===== src/hw/dcf_consts.svh =====
// register offsets, field positions, reset values of the debug comparator block
`ifndef DCF_CONSTS_SVH
`define DCF_CONSTS_SVH

// ----------------------------------------------------------------
// register indices (byte address is four times the index)
// ----------------------------------------------------------------
`define DCF_IDX_CA_HI    4'h0
`define DCF_IDX_CA_LO    4'h1
`define DCF_IDX_CB_HI    4'h2
`define DCF_IDX_CB_LO    4'h3
`define DCF_IDX_CC_HI    4'h4
`define DCF_IDX_CC_LO    4'h5
`define DCF_IDX_FIFO_HI  4'h6
`define DCF_IDX_FIFO_LO  4'h7
`define DCF_IDX_CA_EXT   4'h8
`define DCF_IDX_FIFO_EXT 4'hb
`define DCF_IDX_CTRL     4'hc
`define DCF_IDX_STATUS   4'he

// ----------------------------------------------------------------
// reset values
// ----------------------------------------------------------------
`define DCF_RST_CA_HI    8'hff
`define DCF_RST_CA_LO    8'hfe
`define DCF_RST_ZERO     8'h00

// ----------------------------------------------------------------
// field positions
// ----------------------------------------------------------------
`define DCF_EXT_DIR_EN   7
`define DCF_EXT_DIR_VAL  6
`define DCF_EXT_PAGE     5
`define DCF_EXT_BIT16    0
`define DCF_EXT_MASK     8'he1
`define DCF_FX_PAGED     7
`define DCF_CTRL_EN      7
`define DCF_CTRL_BEGIN   6
`define DCF_CTRL_FULL    1
`define DCF_CTRL_EVONLY  0
`define DCF_STAT_ARMED   0
`define DCF_STAT_AM      1
`define DCF_STAT_BM      2
`define DCF_STAT_CM      3
`define DCF_STAT_EMPTY   4

// ----------------------------------------------------------------
// fifo geometry and bus answers
// ----------------------------------------------------------------
`define DCF_FIFO_DEPTH   8
`define DCF_FIFO_AW      3
`define DCF_RESP_OKAY    2'h0
`define DCF_RESP_SLVERR  2'h2

`endif


===== src/hw/dcf_pkg.sv =====
// types shared by the debug comparator block
package dcf_pkg;
    typedef enum logic [1:0] {
        DCF_AXI_IDLE,
        DCF_AXI_RESP
    } dcf_axi_state_t;

    typedef struct packed {
        logic        paged;
        logic [15:0] word;
    } dcf_trace_word_t;
endpackage


===== src/hw/dcf_cmp_if.sv =====
// bundle between the register block and one address comparator
`timescale 1ns/1ps
`default_nettype none
interface dcf_cmp_if;
    logic [15:0] value;
    logic [7:0]  ext;
    logic        use_hi;
    logic        use_ext;
    logic        match;
    modport regs (output value, ext, use_hi, use_ext, input match);
    modport cmp  (input value, ext, use_hi, use_ext, output match);
endinterface
`default_nettype wire


===== src/hw/dcf_comparator.sv =====
// one bitwise comparator with optional direction, page and bit-16 terms
`timescale 1ns/1ps
`default_nettype none
`include "dcf_consts.svh"
module dcf_comparator
    import dcf_pkg::*;
(
    // clock and reset
    input  wire logic  aclk,
    input  wire logic  aresetn,
    // observed bus cycle
    input  wire logic [16:0] addr,
    input  wire logic  paged,
    input  wire logic  read_cycle,
    input  wire logic  cycle_valid,
    // settings and result
    dcf_cmp_if.cmp     cfg
);
    logic hi_ok;
    logic lo_ok;
    logic dir_ok;
    logic page_ok;
    logic b16_ok;

    // bitwise equality, stored 1 matches 1
    assign hi_ok = !cfg.use_hi || (addr[15:8] == cfg.value[15:8]);
    assign lo_ok = addr[7:0] == cfg.value[7:0];
    // direction only when qualifier enabled, 1 = read
    assign dir_ok = !cfg.use_ext || !cfg.ext[`DCF_EXT_DIR_EN] ||
                    (read_cycle == cfg.ext[`DCF_EXT_DIR_VAL]);
    // page select must agree with paged-access flag
    assign page_ok = !cfg.use_ext || (paged == cfg.ext[`DCF_EXT_PAGE]);
    assign b16_ok  = !cfg.use_ext || (addr[16] == cfg.ext[`DCF_EXT_BIT16]);

    // all qualifiers agree in the same cycle
    always_ff @(posedge aclk) begin
        if (!aresetn) begin
            cfg.match <= 1'b0;
        end else begin
            cfg.match <= cycle_valid && hi_ok && lo_ok && dir_ok &&
                         page_ok && b16_ok;
        end
    end
endmodule
`default_nettype wire


===== src/hw/dcf_top.sv =====
// debug comparator and trace fifo register block with axi4-lite slave
//
// Behaviour
// - comparator a matches address bits bitwise
// - full mode ignores comparator b high byte
// - comparator b low byte matches data in full
// - comparator c matches address bits bitwise
// - fifo high byte reads word bits 15..8, zero in event-only mode
// - reading fifo low byte advances fifo
// - bit 7 enables direction qualifier
// - bit 6 picks read or write cycles
// - page select 1 matches paged accesses only
// - page select 0 matches unpaged accesses only
// - extension bit 0 is expected address bit 16
// - end-run reset keeps comparator and fifo values while enabled with begin-trace clear
// - enable forced low while part is secured
//
// Local design decision: the AXI4-Lite interface to the registers.
`timescale 1ns/1ps
`default_nettype none
`include "dcf_consts.svh"
module dcf_top
    import dcf_pkg::*;
(
    // clock and reset
    input  wire logic        aclk,
    input  wire logic        aresetn,
    // axi4-lite write address
    input  wire logic [5:0]  s_axi_awaddr,
    input  wire logic        s_axi_awvalid,
    output var  logic        s_axi_awready,
    // axi4-lite write data
    input  wire logic [31:0] s_axi_wdata,
    input  wire logic [3:0]  s_axi_wstrb,
    input  wire logic        s_axi_wvalid,
    output var  logic        s_axi_wready,
    // axi4-lite write response
    output var  logic [1:0]  s_axi_bresp,
    output var  logic        s_axi_bvalid,
    input  wire logic        s_axi_bready,
    // axi4-lite read address
    input  wire logic [5:0]  s_axi_araddr,
    input  wire logic        s_axi_arvalid,
    output var  logic        s_axi_arready,
    // axi4-lite read data
    output var  logic [31:0] s_axi_rdata,
    output var  logic [1:0]  s_axi_rresp,
    output var  logic        s_axi_rvalid,
    input  wire logic        s_axi_rready,
    // core bus observation, same clock
    input  wire logic [16:0] core_addr,
    input  wire logic [7:0]  core_data,
    input  wire logic        core_paged,
    input  wire logic        core_read,
    input  wire logic        core_valid,
    // system state, same clock
    input  wire logic        secured,
    input  wire logic        end_run_reset,
    // trace capture feed
    input  wire logic        capture_valid,
    input  wire logic [16:0] capture_word,
    // comparator results
    output var  logic        match_a,
    output var  logic        match_b,
    output var  logic        match_c
);
    // ----------------------------------------------------------------
    // registers
    // ----------------------------------------------------------------
    logic [7:0]  comp_a_high_byte;
    logic [7:0]  comp_a_low_byte;
    logic [7:0]  comp_b_high_byte;
    logic [7:0]  comp_b_low_byte;
    logic [7:0]  comp_c_high_byte;
    logic [7:0]  comp_c_low_byte;
    logic [7:0]  comp_a_extension;
    logic        module_enable;
    logic        begin_trace;
    logic        full_mode;
    logic        event_only;
    logic        keep;
    dcf_trace_word_t fifo_mem [`DCF_FIFO_DEPTH];
    logic [`DCF_FIFO_AW-1:0] rd_ptr;
    logic [`DCF_FIFO_AW-1:0] wr_ptr;
    logic [`DCF_FIFO_AW:0]   fifo_count;
    dcf_trace_word_t         head;
    logic [7:0]  trace_fifo_high_byte;
    logic [7:0]  trace_fifo_low_byte;
    logic [7:0]  trace_fifo_extension;

    // ----------------------------------------------------------------
    // bus slave state
    // ----------------------------------------------------------------
    logic        aw_held;
    logic        w_held;
    logic [3:0]  aw_idx;
    logic [31:0] w_data;
    logic        w_all;
    logic        do_write;
    logic        do_read;
    logic [3:0]  ar_idx;
    logic        pop;
    logic        push;
    logic [31:0] next_rdata;
    logic        rd_ok;
    logic        wr_ok;

    // end-run reset while enabled with begin-trace clear keeps state, any other reset loads defaults
    assign keep = end_run_reset && module_enable && !begin_trace;

    // ----------------------------------------------------------------
    // axi write path: address and data taken in either order
    // ----------------------------------------------------------------
    assign s_axi_awready = !aw_held && !s_axi_bvalid;
    assign s_axi_wready  = !w_held && !s_axi_bvalid;
    assign do_write = (aw_held || (s_axi_awvalid && s_axi_awready)) &&
                      (w_held || (s_axi_wvalid && s_axi_wready)) &&
                      !s_axi_bvalid;

    // hold write address and data until both are present
    always_ff @(posedge aclk) begin
        if (!aresetn) begin
            aw_held <= 1'b0;
            w_held  <= 1'b0;
            aw_idx  <= 4'h0;
            w_data  <= 32'h0000_0000;
            w_all   <= 1'b0;
        end else begin
            if (s_axi_awvalid && s_axi_awready) begin
                aw_idx <= s_axi_awaddr[5:2];
            end
            if (s_axi_wvalid && s_axi_wready) begin
                w_data <= s_axi_wdata;
                w_all  <= s_axi_wstrb[0];
            end
            aw_held <= do_write ? 1'b0 :
                       (aw_held || (s_axi_awvalid && s_axi_awready));
            w_held  <= do_write ? 1'b0 :
                       (w_held || (s_axi_wvalid && s_axi_wready));
        end
    end

    logic [3:0] wr_idx;
    logic [7:0] wr_byte;
    logic       wr_lane;
    assign wr_idx  = aw_held ? aw_idx : s_axi_awaddr[5:2];
    assign wr_byte = w_held ? w_data[7:0] : s_axi_wdata[7:0];
    assign wr_lane = w_held ? w_all : s_axi_wstrb[0];

    // write response decode, fifo and status writes answer okay but change nothing
    always_comb begin
        case (wr_idx)
            `DCF_IDX_CA_HI, `DCF_IDX_CA_LO, `DCF_IDX_CB_HI,
            `DCF_IDX_CB_LO, `DCF_IDX_CC_HI, `DCF_IDX_CC_LO,
            `DCF_IDX_CA_EXT, `DCF_IDX_CTRL,
            `DCF_IDX_FIFO_HI, `DCF_IDX_FIFO_LO,
            `DCF_IDX_FIFO_EXT, `DCF_IDX_STATUS: wr_ok = 1'b1;
            default: wr_ok = 1'b0;
        endcase
    end

    // write response
    always_ff @(posedge aclk) begin
        if (!aresetn) begin
            s_axi_bvalid <= 1'b0;
            s_axi_bresp  <= `DCF_RESP_OKAY;
        end else if (do_write) begin
            s_axi_bvalid <= 1'b1;
            s_axi_bresp  <= wr_ok ? `DCF_RESP_OKAY : `DCF_RESP_SLVERR;
        end else if (s_axi_bready) begin
            s_axi_bvalid <= 1'b0;
        end
    end

    // ----------------------------------------------------------------
    // comparator and control registers
    // ----------------------------------------------------------------
    always_ff @(posedge aclk) begin
        if (!aresetn) begin
            if (!keep) begin
                comp_a_high_byte <= `DCF_RST_CA_HI;
                comp_a_low_byte  <= `DCF_RST_CA_LO;
                comp_b_high_byte <= `DCF_RST_ZERO;
                comp_b_low_byte  <= `DCF_RST_ZERO;
                comp_c_high_byte <= `DCF_RST_ZERO;
                comp_c_low_byte  <= `DCF_RST_ZERO;
                comp_a_extension <= `DCF_RST_ZERO;
            end
        end else if (do_write && wr_lane) begin
            case (wr_idx)
                `DCF_IDX_CA_HI:  comp_a_high_byte <= wr_byte;
                `DCF_IDX_CA_LO:  comp_a_low_byte  <= wr_byte;
                `DCF_IDX_CB_HI:  comp_b_high_byte <= wr_byte;
                `DCF_IDX_CB_LO:  comp_b_low_byte  <= wr_byte;
                `DCF_IDX_CC_HI:  comp_c_high_byte <= wr_byte;
                `DCF_IDX_CC_LO:  comp_c_low_byte  <= wr_byte;
                `DCF_IDX_CA_EXT:
                    comp_a_extension <= wr_byte & `DCF_EXT_MASK;
                default: ;
            endcase
        end
    end

    // control: enable, begin-trace, full and event-only modes
    always_ff @(posedge aclk) begin
        if (!aresetn && !keep) begin
            module_enable <= 1'b0;
            begin_trace   <= 1'b1;
            full_mode     <= 1'b0;
            event_only    <= 1'b0;
        end else if (secured) begin
            module_enable <= 1'b0;
        end else if (aresetn && do_write && wr_lane &&
                     wr_idx == `DCF_IDX_CTRL) begin
            module_enable <= wr_byte[`DCF_CTRL_EN];
            begin_trace   <= wr_byte[`DCF_CTRL_BEGIN];
            full_mode     <= wr_byte[`DCF_CTRL_FULL];
            event_only    <= wr_byte[`DCF_CTRL_EVONLY];
        end
    end

    // ----------------------------------------------------------------
    // trace fifo
    // ----------------------------------------------------------------
    assign head = fifo_mem[rd_ptr];
    assign push = aresetn && module_enable && capture_valid &&
                  fifo_count != (`DCF_FIFO_AW+1)'(`DCF_FIFO_DEPTH);
    assign pop  = do_read && ar_idx == `DCF_IDX_FIFO_LO &&
                  fifo_count != '0;

    // storage, written by the capture feed
    always_ff @(posedge aclk) begin
        if (push) begin
            fifo_mem[wr_ptr] <= '{paged: capture_word[16],
                                  word:  capture_word[15:0]};
        end
    end

    // pointers advance on capture and on low-byte reads
    always_ff @(posedge aclk) begin
        if (!aresetn) begin
            if (!keep) begin
                rd_ptr     <= '0;
                wr_ptr     <= '0;
                fifo_count <= '0;
            end
        end else begin
            if (push) begin
                wr_ptr <= wr_ptr + 1'b1;
            end
            if (pop) begin
                rd_ptr <= rd_ptr + 1'b1;
            end
            fifo_count <= fifo_count + (`DCF_FIFO_AW+1)'(push) -
                          (`DCF_FIFO_AW+1)'(pop);
        end
    end

    // event-only words carry nothing in high byte or extension
    assign trace_fifo_high_byte = (fifo_count == '0 || event_only) ?
                                  8'h00 : head.word[15:8];
    assign trace_fifo_low_byte  = (fifo_count == '0) ?
                                  8'h00 : head.word[7:0];
    assign trace_fifo_extension = {(fifo_count != '0) && !event_only &&
                                   head.paged, 7'h00};

    // ----------------------------------------------------------------
    // axi read path
    // ----------------------------------------------------------------
    assign s_axi_arready = !s_axi_rvalid;
    assign do_read = s_axi_arvalid && s_axi_arready;
    assign ar_idx  = s_axi_araddr[5:2];

    // read mux
    always_comb begin
        next_rdata = 32'h0000_0000;
        rd_ok      = 1'b1;
        case (ar_idx)
            `DCF_IDX_CA_HI:    next_rdata[7:0] = comp_a_high_byte;
            `DCF_IDX_CA_LO:    next_rdata[7:0] = comp_a_low_byte;
            `DCF_IDX_CB_HI:    next_rdata[7:0] = comp_b_high_byte;
            `DCF_IDX_CB_LO:    next_rdata[7:0] = comp_b_low_byte;
            `DCF_IDX_CC_HI:    next_rdata[7:0] = comp_c_high_byte;
            `DCF_IDX_CC_LO:    next_rdata[7:0] = comp_c_low_byte;
            `DCF_IDX_FIFO_HI:  next_rdata[7:0] = trace_fifo_high_byte;
            `DCF_IDX_FIFO_LO:  next_rdata[7:0] = trace_fifo_low_byte;
            `DCF_IDX_CA_EXT:   next_rdata[7:0] = comp_a_extension;
            `DCF_IDX_FIFO_EXT: next_rdata[7:0] = trace_fifo_extension;
            `DCF_IDX_CTRL: begin
                next_rdata[`DCF_CTRL_EN]     = module_enable;
                next_rdata[`DCF_CTRL_BEGIN]  = begin_trace;
                next_rdata[`DCF_CTRL_FULL]   = full_mode;
                next_rdata[`DCF_CTRL_EVONLY] = event_only;
            end
            `DCF_IDX_STATUS: begin
                next_rdata[`DCF_STAT_ARMED] = module_enable;
                next_rdata[`DCF_STAT_AM]    = match_a;
                next_rdata[`DCF_STAT_BM]    = match_b;
                next_rdata[`DCF_STAT_CM]    = match_c;
                next_rdata[`DCF_STAT_EMPTY] = fifo_count == '0;
            end
            default: rd_ok = 1'b0;
        endcase
    end

    // read data register
    always_ff @(posedge aclk) begin
        if (!aresetn) begin
            s_axi_rvalid <= 1'b0;
            s_axi_rdata  <= 32'h0000_0000;
            s_axi_rresp  <= `DCF_RESP_OKAY;
        end else if (do_read) begin
            s_axi_rvalid <= 1'b1;
            s_axi_rdata  <= next_rdata;
            s_axi_rresp  <= rd_ok ? `DCF_RESP_OKAY : `DCF_RESP_SLVERR;
        end else if (s_axi_rready) begin
            s_axi_rvalid <= 1'b0;
        end
    end

    // ----------------------------------------------------------------
    // comparators
    // ----------------------------------------------------------------
    dcf_cmp_if cmp_a ();
    dcf_cmp_if cmp_b ();
    dcf_cmp_if cmp_c ();
    logic [16:0] b_subject;
    logic        cyc;

    assign cyc = core_valid && module_enable;
    // comparator a: address plus extension qualifiers
    assign cmp_a.value   = {comp_a_high_byte, comp_a_low_byte};
    assign cmp_a.ext     = comp_a_extension;
    assign cmp_a.use_hi  = 1'b1;
    assign cmp_a.use_ext = 1'b1;
    // comparator b: data byte in full mode, high byte unused
    assign cmp_b.value   = {comp_b_high_byte, comp_b_low_byte};
    assign cmp_b.ext     = 8'h00;
    assign cmp_b.use_hi  = !full_mode;
    assign cmp_b.use_ext = 1'b0;
    assign b_subject = full_mode ? {9'h000, core_data} : core_addr;
    // comparator c: plain address
    assign cmp_c.value   = {comp_c_high_byte, comp_c_low_byte};
    assign cmp_c.ext     = 8'h00;
    assign cmp_c.use_hi  = 1'b1;
    assign cmp_c.use_ext = 1'b0;

    dcf_comparator u_cmp_a (
        .aclk        (aclk),
        .aresetn     (aresetn),
        .addr        (core_addr),
        .paged       (core_paged),
        .read_cycle  (core_read),
        .cycle_valid (cyc),
        .cfg         (cmp_a.cmp)
    );
    dcf_comparator u_cmp_b (
        .aclk        (aclk),
        .aresetn     (aresetn),
        .addr        (b_subject),
        .paged       (core_paged),
        .read_cycle  (core_read),
        .cycle_valid (cyc),
        .cfg         (cmp_b.cmp)
    );
    dcf_comparator u_cmp_c (
        .aclk        (aclk),
        .aresetn     (aresetn),
        .addr        (core_addr),
        .paged       (core_paged),
        .read_cycle  (core_read),
        .cycle_valid (cyc),
        .cfg         (cmp_c.cmp)
    );

    // registered match outputs
    always_ff @(posedge aclk) begin
        if (!aresetn) begin
            match_a <= 1'b0;
            match_b <= 1'b0;
            match_c <= 1'b0;
        end else begin
            match_a <= cmp_a.match;
            match_b <= cmp_b.match;
            match_c <= cmp_c.match;
        end
    end
endmodule
`default_nettype wire


===== config.mk =====
export PLATFORM = sky130hd
export DESIGN_NAME = dcf_top
export DESIGN_NICKNAME = d
export VERILOG_FILES = /design/src/hw/dcf_pkg.sv /design/src/hw/dcf_cmp_if.sv /design/src/hw/dcf_comparator.sv /design/src/hw/dcf_top.sv
export VERILOG_INCLUDE_DIRS = /design/src /design/src/hw
export SDC_FILE = /design/constraint.sdc
export NUM_CORES = 1
export LEC_CHECK = 0
export BUFFER_PORTS_ARGS = -buffer_cell sky130_fd_sc_hd__buf_2
export CORE_MARGIN = 2
export CORE_UTILIZATION = 52
export CTS_CLUSTER_SIZE = 24
export DETAILED_ROUTE_END_ITERATION = 8
export PLACE_DENSITY_LB_ADDON = 0.05
export SYNTH_ARGS = -nofsm -noshare
export SYNTH_HDL_FRONTEND = slang
export SYNTH_SLANG_ARGS = --single-unit
export TNS_END_PERCENT = 5

===== constraint.sdc =====
create_clock -name aclk -period 2.6 [get_ports aclk]
set_clock_uncertainty 0.15 [all_clocks]
set_input_delay 0.13 -clock aclk [delete_from_list [all_inputs] [get_ports aclk]]
set_output_delay 0.13 -clock aclk [all_outputs]
set_load 0.02 [all_outputs]

==> run summary, run 1 <==
Run status: finished clean
Post-route ant nets: 0
Worst Setup Start Kind: flop
CP endpoint: fifo_count[2]
Max Root-Sink Buffers: 3
Drt drc: 0
Clock sinks: 238
Worst-path clk slew: 0.06 ns
Sum of negative setup slack: 0 ns
Routed WL: 26350 um
Max Freq: 401.6 MHz
Root buf cell: clkbuf_16
GPL Wtd Cong: 0.8981
CP Capture Type: flop
# port buffers: 89
Routed WL per cell: 20.85 um
R2r setup slk: 0.11 ns
Total GRT Usage: 24.28%
Placement row count: 52
Leakage: 4.764 nW
Max-Cap Viols: 0
# Post-CTS Setup Buffers: 0
Endpoints failing setup: 0
Slew Limit Fails: 0
Critical path cell sequence: inv_1 -> ha_1 -> nor3b_4 -> nor4_4 -> ha_1 -> inv_1 -> ha_1 -> fa_1 -> xnor2_1 -> nor2_1
Yosys cell types: 62
Largest net degree at the start of global routing: 44
Mapped Cells: 796
WP data arrival: 2.61 ns
Crit-path slowest cell: fa_1
Pwr per Cell Area: 675.2 nW/um2
DP HPWL: 18010 um
Crit Reg-Reg Startpoint: fifo_count[3]
Crit Path Max Fanout: 2
Worst VDD drop: 0.0004979 V
Max-slew headroom: 43.01%
Worst hold path class: in -> reg
Sequential area share after synthesis: 62.30%
CTS tree: done
H-tree levels: 1
Vias in the first global route: 7164
Setup crit start: fifo_count[3]
Buf/Inv on CP: 2
Ant. Diodes: 0
Layout area overhead: 21.44%
Final worst setup slack: 0.1099 ns
FF+latch area: 6748 um2
Worst Hold Margin: 0.01985 ns
Fraction of final layout cells sized beyond drive strength 1: 22.43%
Register-to-Register Path Depth: 10
Die X: 148.3 um
Critical path class: reg -> reg
Hold Vio Cnt, Final: 0
Total CTS buffers: 25
Post-synth ARST share: 0%
Worst-Margin Slew: 0.8333 ns
Slowest cell delay on critical path: 0.42 ns
Seq cells post-synth: 238
Main synth FF type: edfxtp_1
I/O Pins: 147
Detailed Routing Iterations Pass 1: 5
FF-to-FF End: fifo_count[2]
Worst EP required: 2.72 ns
Via count: 7124
Core footprint: 20360 um2
First-pass GRT wire length: 40320 um
Clock insertion delay at the later pin of the skew report: 0.53 ns
CP most frequent cell: ha_1
Tmin final: 2.490 ns
Total gr overflow: 0
Area of the multi-input gates: 3772 um2
Mean Syn Cell Area: 13.60 um2
Final cycle utilization of the critical path: 95.77%
Cell Area, Synth: 10830 um2
Die ar.: 22000 um2
Tot Pwr: 8.879 mW
Die Y: 148.3 um
Syn. warnings: 0
Fin nets: 1091
CP delay by family, top: adder cells
Starting DRT DRC Count: 689
Vias per std cell: 5.636
Number of synthesized flops with an enable pin: 198
DP Worst Slack: 0.02193 ns
Initial Utilization: 53.18%
Crit. path cell count: 10
Initial antenna violation count: 1
Fillers: 1520
## state kept, by name, summed over array words and instances (netlist names), 8 cells and up, named ones only
name	flops
comp_a_high_byte	8
comp_a_low_byte	8
comp_b_high_byte	8
comp_b_low_byte	8
comp_c_high_byte	8
comp_c_low_byte	8
fifo_mem	136
s_axi_rdata	8
w_data	8
## final cells by class
cell class	count	area share (%)
Sequential cell	238	51.31
Tap cell	270	2.569
Timing Repair Buffer	189	10.56
Clock inverter	20	1.751
Multi-Input combinational cell	509	28.68
Clock buffer	26	4.785
Inverter	12	0.3425
## tightest hold or removal path, delay by kind of cell
kind / cells / cell delay [ns]
XOR/XNOR: 1 / 0.13
multiplexers: 1 / 0.10
AND/OR/NAND/NOR: 2 / 0.16
buffers and inverters: 1 / 0.13
## stage by stage
stage	area [um2]	utilization, %	cells
2_1_floorplan	10930	-	821
3_3_place_gp	11660	57.28	1156
3_5_place_dp	11660	57.28	1156
4_1_cts	13150	64.55	1264
5_1_grt	13150	64.58	1264
6_report	13150	64.58	1264
## Yosys cell counts (all sizes together), types with 3 or more instances
| master | number | area share [%] |
|---|---|---|
| nor2b | 6 | 0.35 |
| nor2 | 51 | 1.8 |
| nor4 | 13 | 1.3 |
| nand2 | 112 | 3.9 |
| ha | 12 | 1.4 |
| clkbuf | 11 | 0.38 |
| a21oi | 27 | 1.2 |
| a32o | 3 | 0.28 |
| a22oi | 3 | 0.21 |
| a31oi | 3 | 0.17 |
| a211oi | 4 | 0.28 |
| xor2 | 29 | 2.3 |
| or2 | 4 | 0.23 |
| xnor2 | 28 | 2.3 |
| a2111oi | 7 | 0.57 |
| nand4 | 8 | 0.46 |
| inv | 12 | 0.42 |
| nand4b | 5 | 0.40 |
| nand3b | 5 | 0.35 |
| buf | 51 | 3.1 |
| mux2i | 39 | 3.6 |
| mux2 | 5 | 0.52 |
| o21ai | 12 | 0.55 |
| a221oi | 3 | 0.24 |
| nor3 | 6 | 0.32 |
| edfxtp | 198 | 55 |
| mux4 | 33 | 6.9 |
| dfxtp | 40 | 7.4 |
| and3 | 5 | 0.29 |
| and2 | 11 | 0.64 |
| nand2b | 11 | 0.64 |
| nand3 | 13 | 0.60 |
## power by group
part	internal, mW	total [mW]	switching [mW]
registers	4.24	4.33	0.0909
logic	0.371	0.874	0.502
clock network	2.18	3.67	1.50
total	6.79	8.88	2.09
## logic make-up after synthesis
family | count (synthesis) | share of synthesized area (%)
other | 1 | 0.03463
flip-flops | 238 | 62.30
multiplexers | 77 | 10.99
adder cells (fa/ha/maj) | 13 | 1.571
XOR/XNOR | 57 | 4.610
AND/OR/NAND/NOR | 258 | 11.85
AO/OA/AOI/OAI | 78 | 4.760
buffers and inverters | 74 | 3.882
## worst min-delay path by stage
stage / startpoint / to / slack [ns] / cells past startpoint
after CTS: core_addr[4] / u_cmp_b.cfg.match / 0.004 / 5
after global placement: secured / module_enable / 0.18 / 2
final: core_addr[4] / u_cmp_b.cfg.match / 0.02 / 5
after floorplan: secured / module_enable / 0.06 / 1
after global routing: s_axi_wvalid / w_held / 0.06 / 4
after detailed placement: secured / module_enable / 0.20 / 2
## layer usage
layer | GRT usage, % | vias up | wire length (um)
li1 | - | 3266 | -
met1 | 36.09 | 3476 | 11440
met2 | 38.43 | 331 | 12390
met3 | 3.313 | 49 | 1954
met4 | 6.000 | 2 | 549
met5 | 0 | - | 13
## placed cells by master (no fill, tap or decap), types with 12 or more instances in the layout
cell type / instances
edfxtp_1: 198
nand2_1: 112
buf_2: 89
dlygate4sd3_1: 62
nor2_1: 51
mux2i_1: 39
dfxtp_1: 39
buf_4: 35
mux4_2: 33
xor2_1: 29
xnor2_1: 28
a21oi_1: 27
conb_1: 26
clkbuf_16: 25
nand3_1: 13
ha_1: 12
## timing repair
item / in CTS / in global routing
resized for setup: 0 / 2
hold buffers: 62 / 0
endpoints found under the setup margin: 0 / 3
hold endpoints to repair: 191 / 0
No activity file was read; power rests on OpenSTA's default activity.
==> run 2: changes to the inputs <==
--- a/config.mk
+++ b/config.mk
@@ -11,7 +11,8 @@
 export CORE_UTILIZATION = 52
 export CTS_CLUSTER_SIZE = 24
 export DETAILED_ROUTE_END_ITERATION = 8
-export PLACE_DENSITY_LB_ADDON = 0.05
+export HOLD_SLACK_MARGIN = 0.03
+export PLACE_DENSITY = 0.76
 export SYNTH_ARGS = -nofsm -noshare
 export SYNTH_HDL_FRONTEND = slang
 export SYNTH_SLANG_ARGS = --single-unit
==> run 2 against run 1 <==
Net effect: the run now ends with negative hold slack left; register-to-register slack better by 0.02 ns; via count up 1.4%; first-iteration DRC count up 31%; worst setup slack better by 0.018 ns; clock power down 11%; maximum frequency up 0.72%; power down 4.5%; non-clock buffer count up 12; count of clock-buffer cells in the layout up 5; critical path type unchanged; critical endpoint is now fifo_count[1]; largest power group unchanged.
==> run summary, run 2 (synthesis results as in run 1) <==
Setup crit start: fifo_count[2]
Worst Hold End: w_held
Placed cells: 1163 (+0.61%)
Run status: complete, but fails checks
Worst hold path class: in -> reg
Fraction of final layout cells sized beyond drive strength 1: 22.91% (+0.47 points)
Layout area overhead: 21.16%
Vias per std cell: 5.672 (+0.64%)
Drt drc: 0 (unchanged)
Routed WL per cell: 20.29 um (-2.7%)
Clock insertion delay at the later pin of the skew report: 0.51 ns (-0.02 ns)
Clock sinks: 238 (unchanged)
GPL Wtd Cong: 0.8828 (-1.7%)
Final core utilization: 64.43% (-0.15 points)
Leakage: 4.773 nW (+0.17%)
Max-Cap Viols: 0 (unchanged)
Tmin final: 2.472 ns (-0.01773 ns)
FF-to-FF End: fifo_count[1]
Buf/Inv on CP: 3 (+1)
Final cycle utilization of the critical path: 95.09% (-0.68 points)
Worst Setup Start Kind: flop
Register-to-Register Path Depth: 10 (unchanged)
Largest net degree at the start of global routing: 43 (-2.3%)
DP HPWL: 17810 um (-1.1%)
Die X: 148.3 um (unchanged)
Total gr overflow: 0 (unchanged)
Unrepaired setup endpoints after global routing: false
Max Freq: 404.5 MHz (+0.72%)
Worst Hold Margin: -0.0008736 ns (-0.02072 ns)
Worst-path clk slew: 0.06 ns (about the same)
Ant. Diodes: 0 (unchanged)
# port buffers: 89 (unchanged)
CP Capture Type: flop
Hold Vio Cnt, Final: 1 (+1)
Via count: 7226 (+1.4%)
Worst VDD drop: 0.0005381 V (+8.1%)
Die ar.: 22000 um2 (unchanged)
Hold Startpoint: s_axi_wvalid
Root buf cell: clkbuf_16
Pwr per Cell Area: 646.2 nW/um2 (-4.3%)
Hold Path Cell Cnt: 4 (-1)
Total GRT Usage: 23.56% (-0.72 points)
Total CTS buffers: 24 (-4.0%)
CTS tree: done
Post-route ant nets: 0 (unchanged)
Initial Utilization: 53.18% (unchanged)
Commonest non-fill, non-tap cell in the layout: edfxtp_1
Core footprint: 20360 um2 (unchanged)
CP delay by family, top: adder cells
Routed WL: 25850 um (-1.9%)
Worst-Margin Slew: 0.6370 ns (-0.1963 ns)
Slowest cell delay on critical path: 0.43 ns (about the same)
R2r setup slk: 0.13 ns (+0.02 ns)
Vias in the first global route: 7219 (+0.77%)
Max FFs per register: 136 (unchanged)
Fin nets: 1102 (+1.0%)
Placement row count: 52 (unchanged)
Finished Layout Cells: 1274 (+0.79%)
Endpoints failing setup: 0 (unchanged)
Max-slew headroom: 56.44% (+13 points)
I/O Pins: 147 (unchanged)
Failing checks: negative hold slack
First-pass GRT wire length: 39560 um (-1.9%)
Max Root-Sink Buffers: 3 (unchanged)
Crit Path Max Fanout: 4 (+2)
Slew Limit Fails: 0 (unchanged)
Critical path cell sequence: inv_1 -> buf_4 -> ha_1 -> nand2_1 -> nand4_1 -> ha_1 -> inv_1 -> ha_2 -> fa_2 -> and2_1
Most frequent cells in the layout: edfxtp_1 (198), nand2_1 (112), buf_2 (89)
Initial antenna violation count: 0 (-1)
Top reg by flops: fifo_mem
H-tree levels: 1 (unchanged)
Starting DRT DRC Count: 901 (+31%)
Crit Reg-Reg Startpoint: fifo_count[2]
Detailed Routing Iterations Pass 1: 6 (+1)
Critical path class: reg -> reg
Worst EP required: 2.71 ns (about the same)
Crit-path slowest cell: fa_2
Die Y: 148.3 um (unchanged)
WP data arrival: 2.58 ns (-0.03 ns)
[run 2: area by class of cell]
cell class	count	area [um2]
sequential	238	6748
tap	270	337.8
clock inverter	13	100.1
inverter	12	45.04
clock buffer	31	656.9
multi-input combinational	509	3781
timing repair buffer	201	1451
fill	1467	7244
[run 2: metrics by stage]
step | hold slack (ns) | setup TNS [ns] | cell area, um2 | worst slack [ns] | power, mW
detailed placement | 0.1635 | -0.09339 | 11680 | -0.06180 | 5.192
global placement | 0.1645 | -0.004677 | 11680 | -0.004677 | 5.177
global route | 0.03098 | 0 | 13120 | 0.002413 | 8.749
floorplan | 0.05662 | -2.001 | 10930 | -0.1177 | 4.924
CTS | 0.03037 | 0 | 13100 | 0.008509 | 8.502
finish | -0.0008736 | 0 | 13120 | 0.1277 | 8.478
[run 2: worst max path at each step]
stage,to,slack (ns),cells after the start
floorplan,fifo_mem[0][0],-0.12,5
global placement,fifo_count[2],-0.005,10
detailed placement,fifo_count[2],-0.06,10
CTS,fifo_count[2],0.009,10
global route,fifo_count[3],0.002,11
finish,fifo_count[1],0.13,10
[run 2: where the power goes]
| part | total (mW) | leakage [nW] | switching [mW] | internal, mW |
|---|---|---|---|---|
| sequential | 4.33 | 2.17 | 0.0923 | 4.24 |
| clock | 3.26 | 0.377 | 1.38 | 1.89 |
| combinational | 0.881 | 2.22 | 0.502 | 0.379 |
[run 2: layer usage]
layer	part of all wire [%]	routed length (um)	track usage, %
met3	8.9	2301	4.632
met1	42	10860	33.49
met2	46	12010	37.20
met4	2.6	677	7.286
met5	0	0	0
[run 2: worst register-to-register path, delay by kind of cell (launching register included)]
family / cells / cell delay, ns
adders and majority gates: 4 / 1.13
DFF: 1 / 0.32
and+or+nand+nor: 3 / 0.39
buffers and inverters: 3 / 0.24
[run 2: timing repair]
action                                  in CTS  in global routing
pin swaps                                    0                  3
hold endpoints to repair                   199                  0
gates resized for setup                      1                  4
hold buffers                                66                  0
endpoints found under the setup margin       3                  5
buffers inserted                             0                  1
==> run 3: changes to the inputs <==
--- a/config.mk
+++ b/config.mk
@@ -11,7 +11,6 @@
 export CORE_UTILIZATION = 52
 export CTS_CLUSTER_SIZE = 24
 export DETAILED_ROUTE_END_ITERATION = 8
-export HOLD_SLACK_MARGIN = 0.03
 export PLACE_DENSITY = 0.76
 export SYNTH_ARGS = -nofsm -noshare
 export SYNTH_HDL_FRONTEND = slang
==> run 3 against run 2 <==
Net effect: the run still ends with negative hold slack left; critical endpoint unchanged; critical path type unchanged; largest power group unchanged; worst setup slack improved by 0.0024 ns; sequential share of layout area rose by 0.48 points; first-iteration DRC count fell by 17%.
==> run summary, run 3 (synthesis results as in run 1) <==
Final core utilization: 63.83% (-0.60 points)
GPL Wtd Cong: 0.8828 (unchanged)
Worst-Margin Slew: 0.6273 ns (-0.009698 ns)
R2r setup slk: 0.13 ns (about the same)
Total GRT Usage: 23.30% (-0.26 points)
Core footprint: 20360 um2 (unchanged)
Max Freq: 404.9 MHz (about the same)
Clock insertion delay at the later pin of the skew report: 0.51 ns (about the same)
# port buffers: 89 (unchanged)
Worst Hold Margin: -0.01121 ns (-0.01033 ns)
Clock sinks: 238 (unchanged)
I/O Pins: 147 (unchanged)
Run status: complete, but fails checks
CP Capture Type: flop
Tot Pwr: 8.454 mW (-0.28%)
Total gr overflow: 0 (unchanged)
Max FFs per register: 136 (unchanged)
Max Root-Sink Buffers: 3 (unchanged)
Fraction of final layout cells sized beyond drive strength 1: 23.08% (+0.18 points)
Fin nets: 1090 (-1.1%)
Failing checks: negative hold slack
Top reg by flops: fifo_mem
Worst EP required: 2.71 ns (about the same)
Unrepaired setup endpoints after global routing: false
Hold Vio Cnt, Final: 1 (unchanged)
Max-slew headroom: 57.10% (+0.66 points)
WP data arrival: 2.58 ns (about the same)
Final cycle utilization of the critical path: 95.00% (about the same)
Initial Utilization: 53.18% (unchanged)
Slew Limit Fails: 0 (unchanged)
Drt drc: 0 (unchanged)
CTS tree: done
Layout area overhead: 20.03%
Starting DRT DRC Count: 747 (-17%)
Die ar.: 22000 um2 (unchanged)
Total CTS buffers: 24 (unchanged)
Most frequent cells in the layout: edfxtp_1 (198), nand2_1 (112), buf_2 (89)
Worst-path clk slew: 0.06 ns (about the same)
Placement row count: 52 (unchanged)
Vias per std cell: 5.682 (+0.18%)
Die Y: 148.3 um (unchanged)
Worst VDD drop: 0.0005130 V (-4.7%)
Largest net degree at the start of global routing: 43 (unchanged)
Commonest non-fill, non-tap cell in the layout: edfxtp_1
Crit Path Max Fanout: 4 (unchanged)
Root buf cell: clkbuf_16
Crit-path slowest cell: fa_2
Die X: 148.3 um (unchanged)
Post-route ant nets: 0 (unchanged)
Pwr per Cell Area: 650.4 nW/um2 (+0.65%)
Ant. Diodes: 0 (unchanged)
Critical path cell sequence: inv_1 -> buf_4 -> ha_1 -> nand2_1 -> nand4_1 -> ha_1 -> inv_1 -> ha_2 -> fa_2 -> and2_1
Buf/Inv on CP: 3 (unchanged)
Slowest cell delay on critical path: 0.43 ns (about the same)
Routed WL: 25630 um (-0.85%)
Leakage: 4.730 nW (-0.89%)
Worst Setup Start Kind: flop
DP HPWL: 17810 um (unchanged)
Max-Cap Viols: 0 (unchanged)
Routed WL per cell: 20.31 um (about the same)
Via count: 7171 (-0.76%)
Endpoints failing setup: 0 (unchanged)
First-pass GRT wire length: 39110 um (-1.1%)
Initial antenna violation count: 0 (unchanged)
Worst hold path class: in -> reg
Detailed Routing Iterations Pass 1: 8 (+2)
Fillers: 1483 (+1.1%)
Critical path class: reg -> reg
Vias in the first global route: 7103 (-1.6%)
Tmin final: 2.470 ns (-0.002379 ns)
H-tree levels: 1 (unchanged)
CP delay by family, top: adder cells
## run 3: cell count changes in the layout (fill, tap and decap cells not counted), sizes merged
| cell | previous run | this run |
|---|---|---|
| dlygate4sd3 | 66 | 54 |
## run 3: layer usage
layer / vias up / GRT usage (%) / wire length, um
met5: - / 0 / 0
met2: 372 / 36.32 / 11850
met3: 55 / 4.693 / 2152
met4: 0 / 7.286 / 687
li1: 3267 / - / -
met1: 3477 / 33.42 / 10940
## run 3: timing repair
item	4_1_cts	5_1_grt
hold buffers	54	0
endpoints found under the setup margin	3	3
pin swaps	0	3
buffers inserted	0	1
gates resized for setup	1	3
endpoints found under the hold margin	191	0
## run 3: worst paths after layout
path,from,to,cells past startpoint
max,fifo_count[2],fifo_count[1],10
min,s_axi_wvalid,w_data[6],4
max reg2reg,fifo_count[2],fifo_count[1],10
min reg2reg,u_cmp_c.cfg.match,match_c,1
## run 3: tightest hold or removal path: cells and delay by family
family | cells | cell delay (ns)
buffers and inverters | 1 | 0.09
AOI/OAI and AO/OA | 1 | 0.06
and+or+nand+nor | 2 | 0.32
## run 3: per-stage QoR
| stage | TNS [ns] | instance area (um2) | setup WS [ns] | hold WS [ns] | cells |
|---|---|---|---|---|---|
| 3_5_place_dp | -0.09339 | 11680 | -0.06180 | 0.1635 | 1163 |
| 5_1_grt | 0 | 13000 | 0.002368 | 0.04129 | 1262 |
| 2_1_floorplan | -2.001 | 10930 | -0.1177 | 0.05662 | 821 |
| 6_report | 0 | 13000 | 0.1300 | -0.01121 | 1262 |
| 4_1_cts | 0 | 12980 | 0.008509 | 0.0003513 | 1261 |
| 3_3_place_gp | -0.004677 | 11680 | -0.004677 | 0.1645 | 1163 |
## run 3: cell type report
class	count	area (um2)	share of cell area, %
repair buffers	189	1331	10.24
flip-flops and latches	238	6748	51.91
clock buffers	31	656.9	5.053
well taps	270	337.8	2.599
inverters	12	45.04	0.3465
multi-input cells	509	3780	29.08
clock inverters	13	100.1	0.7700
## run 3: where the power goes
group | internal [mW] | total (mW) | switching [mW]
Combinational | 0.362 | 0.860 | 0.498
Sequential | 4.24 | 4.33 | 0.0914
Clock | 1.89 | 3.26 | 1.38
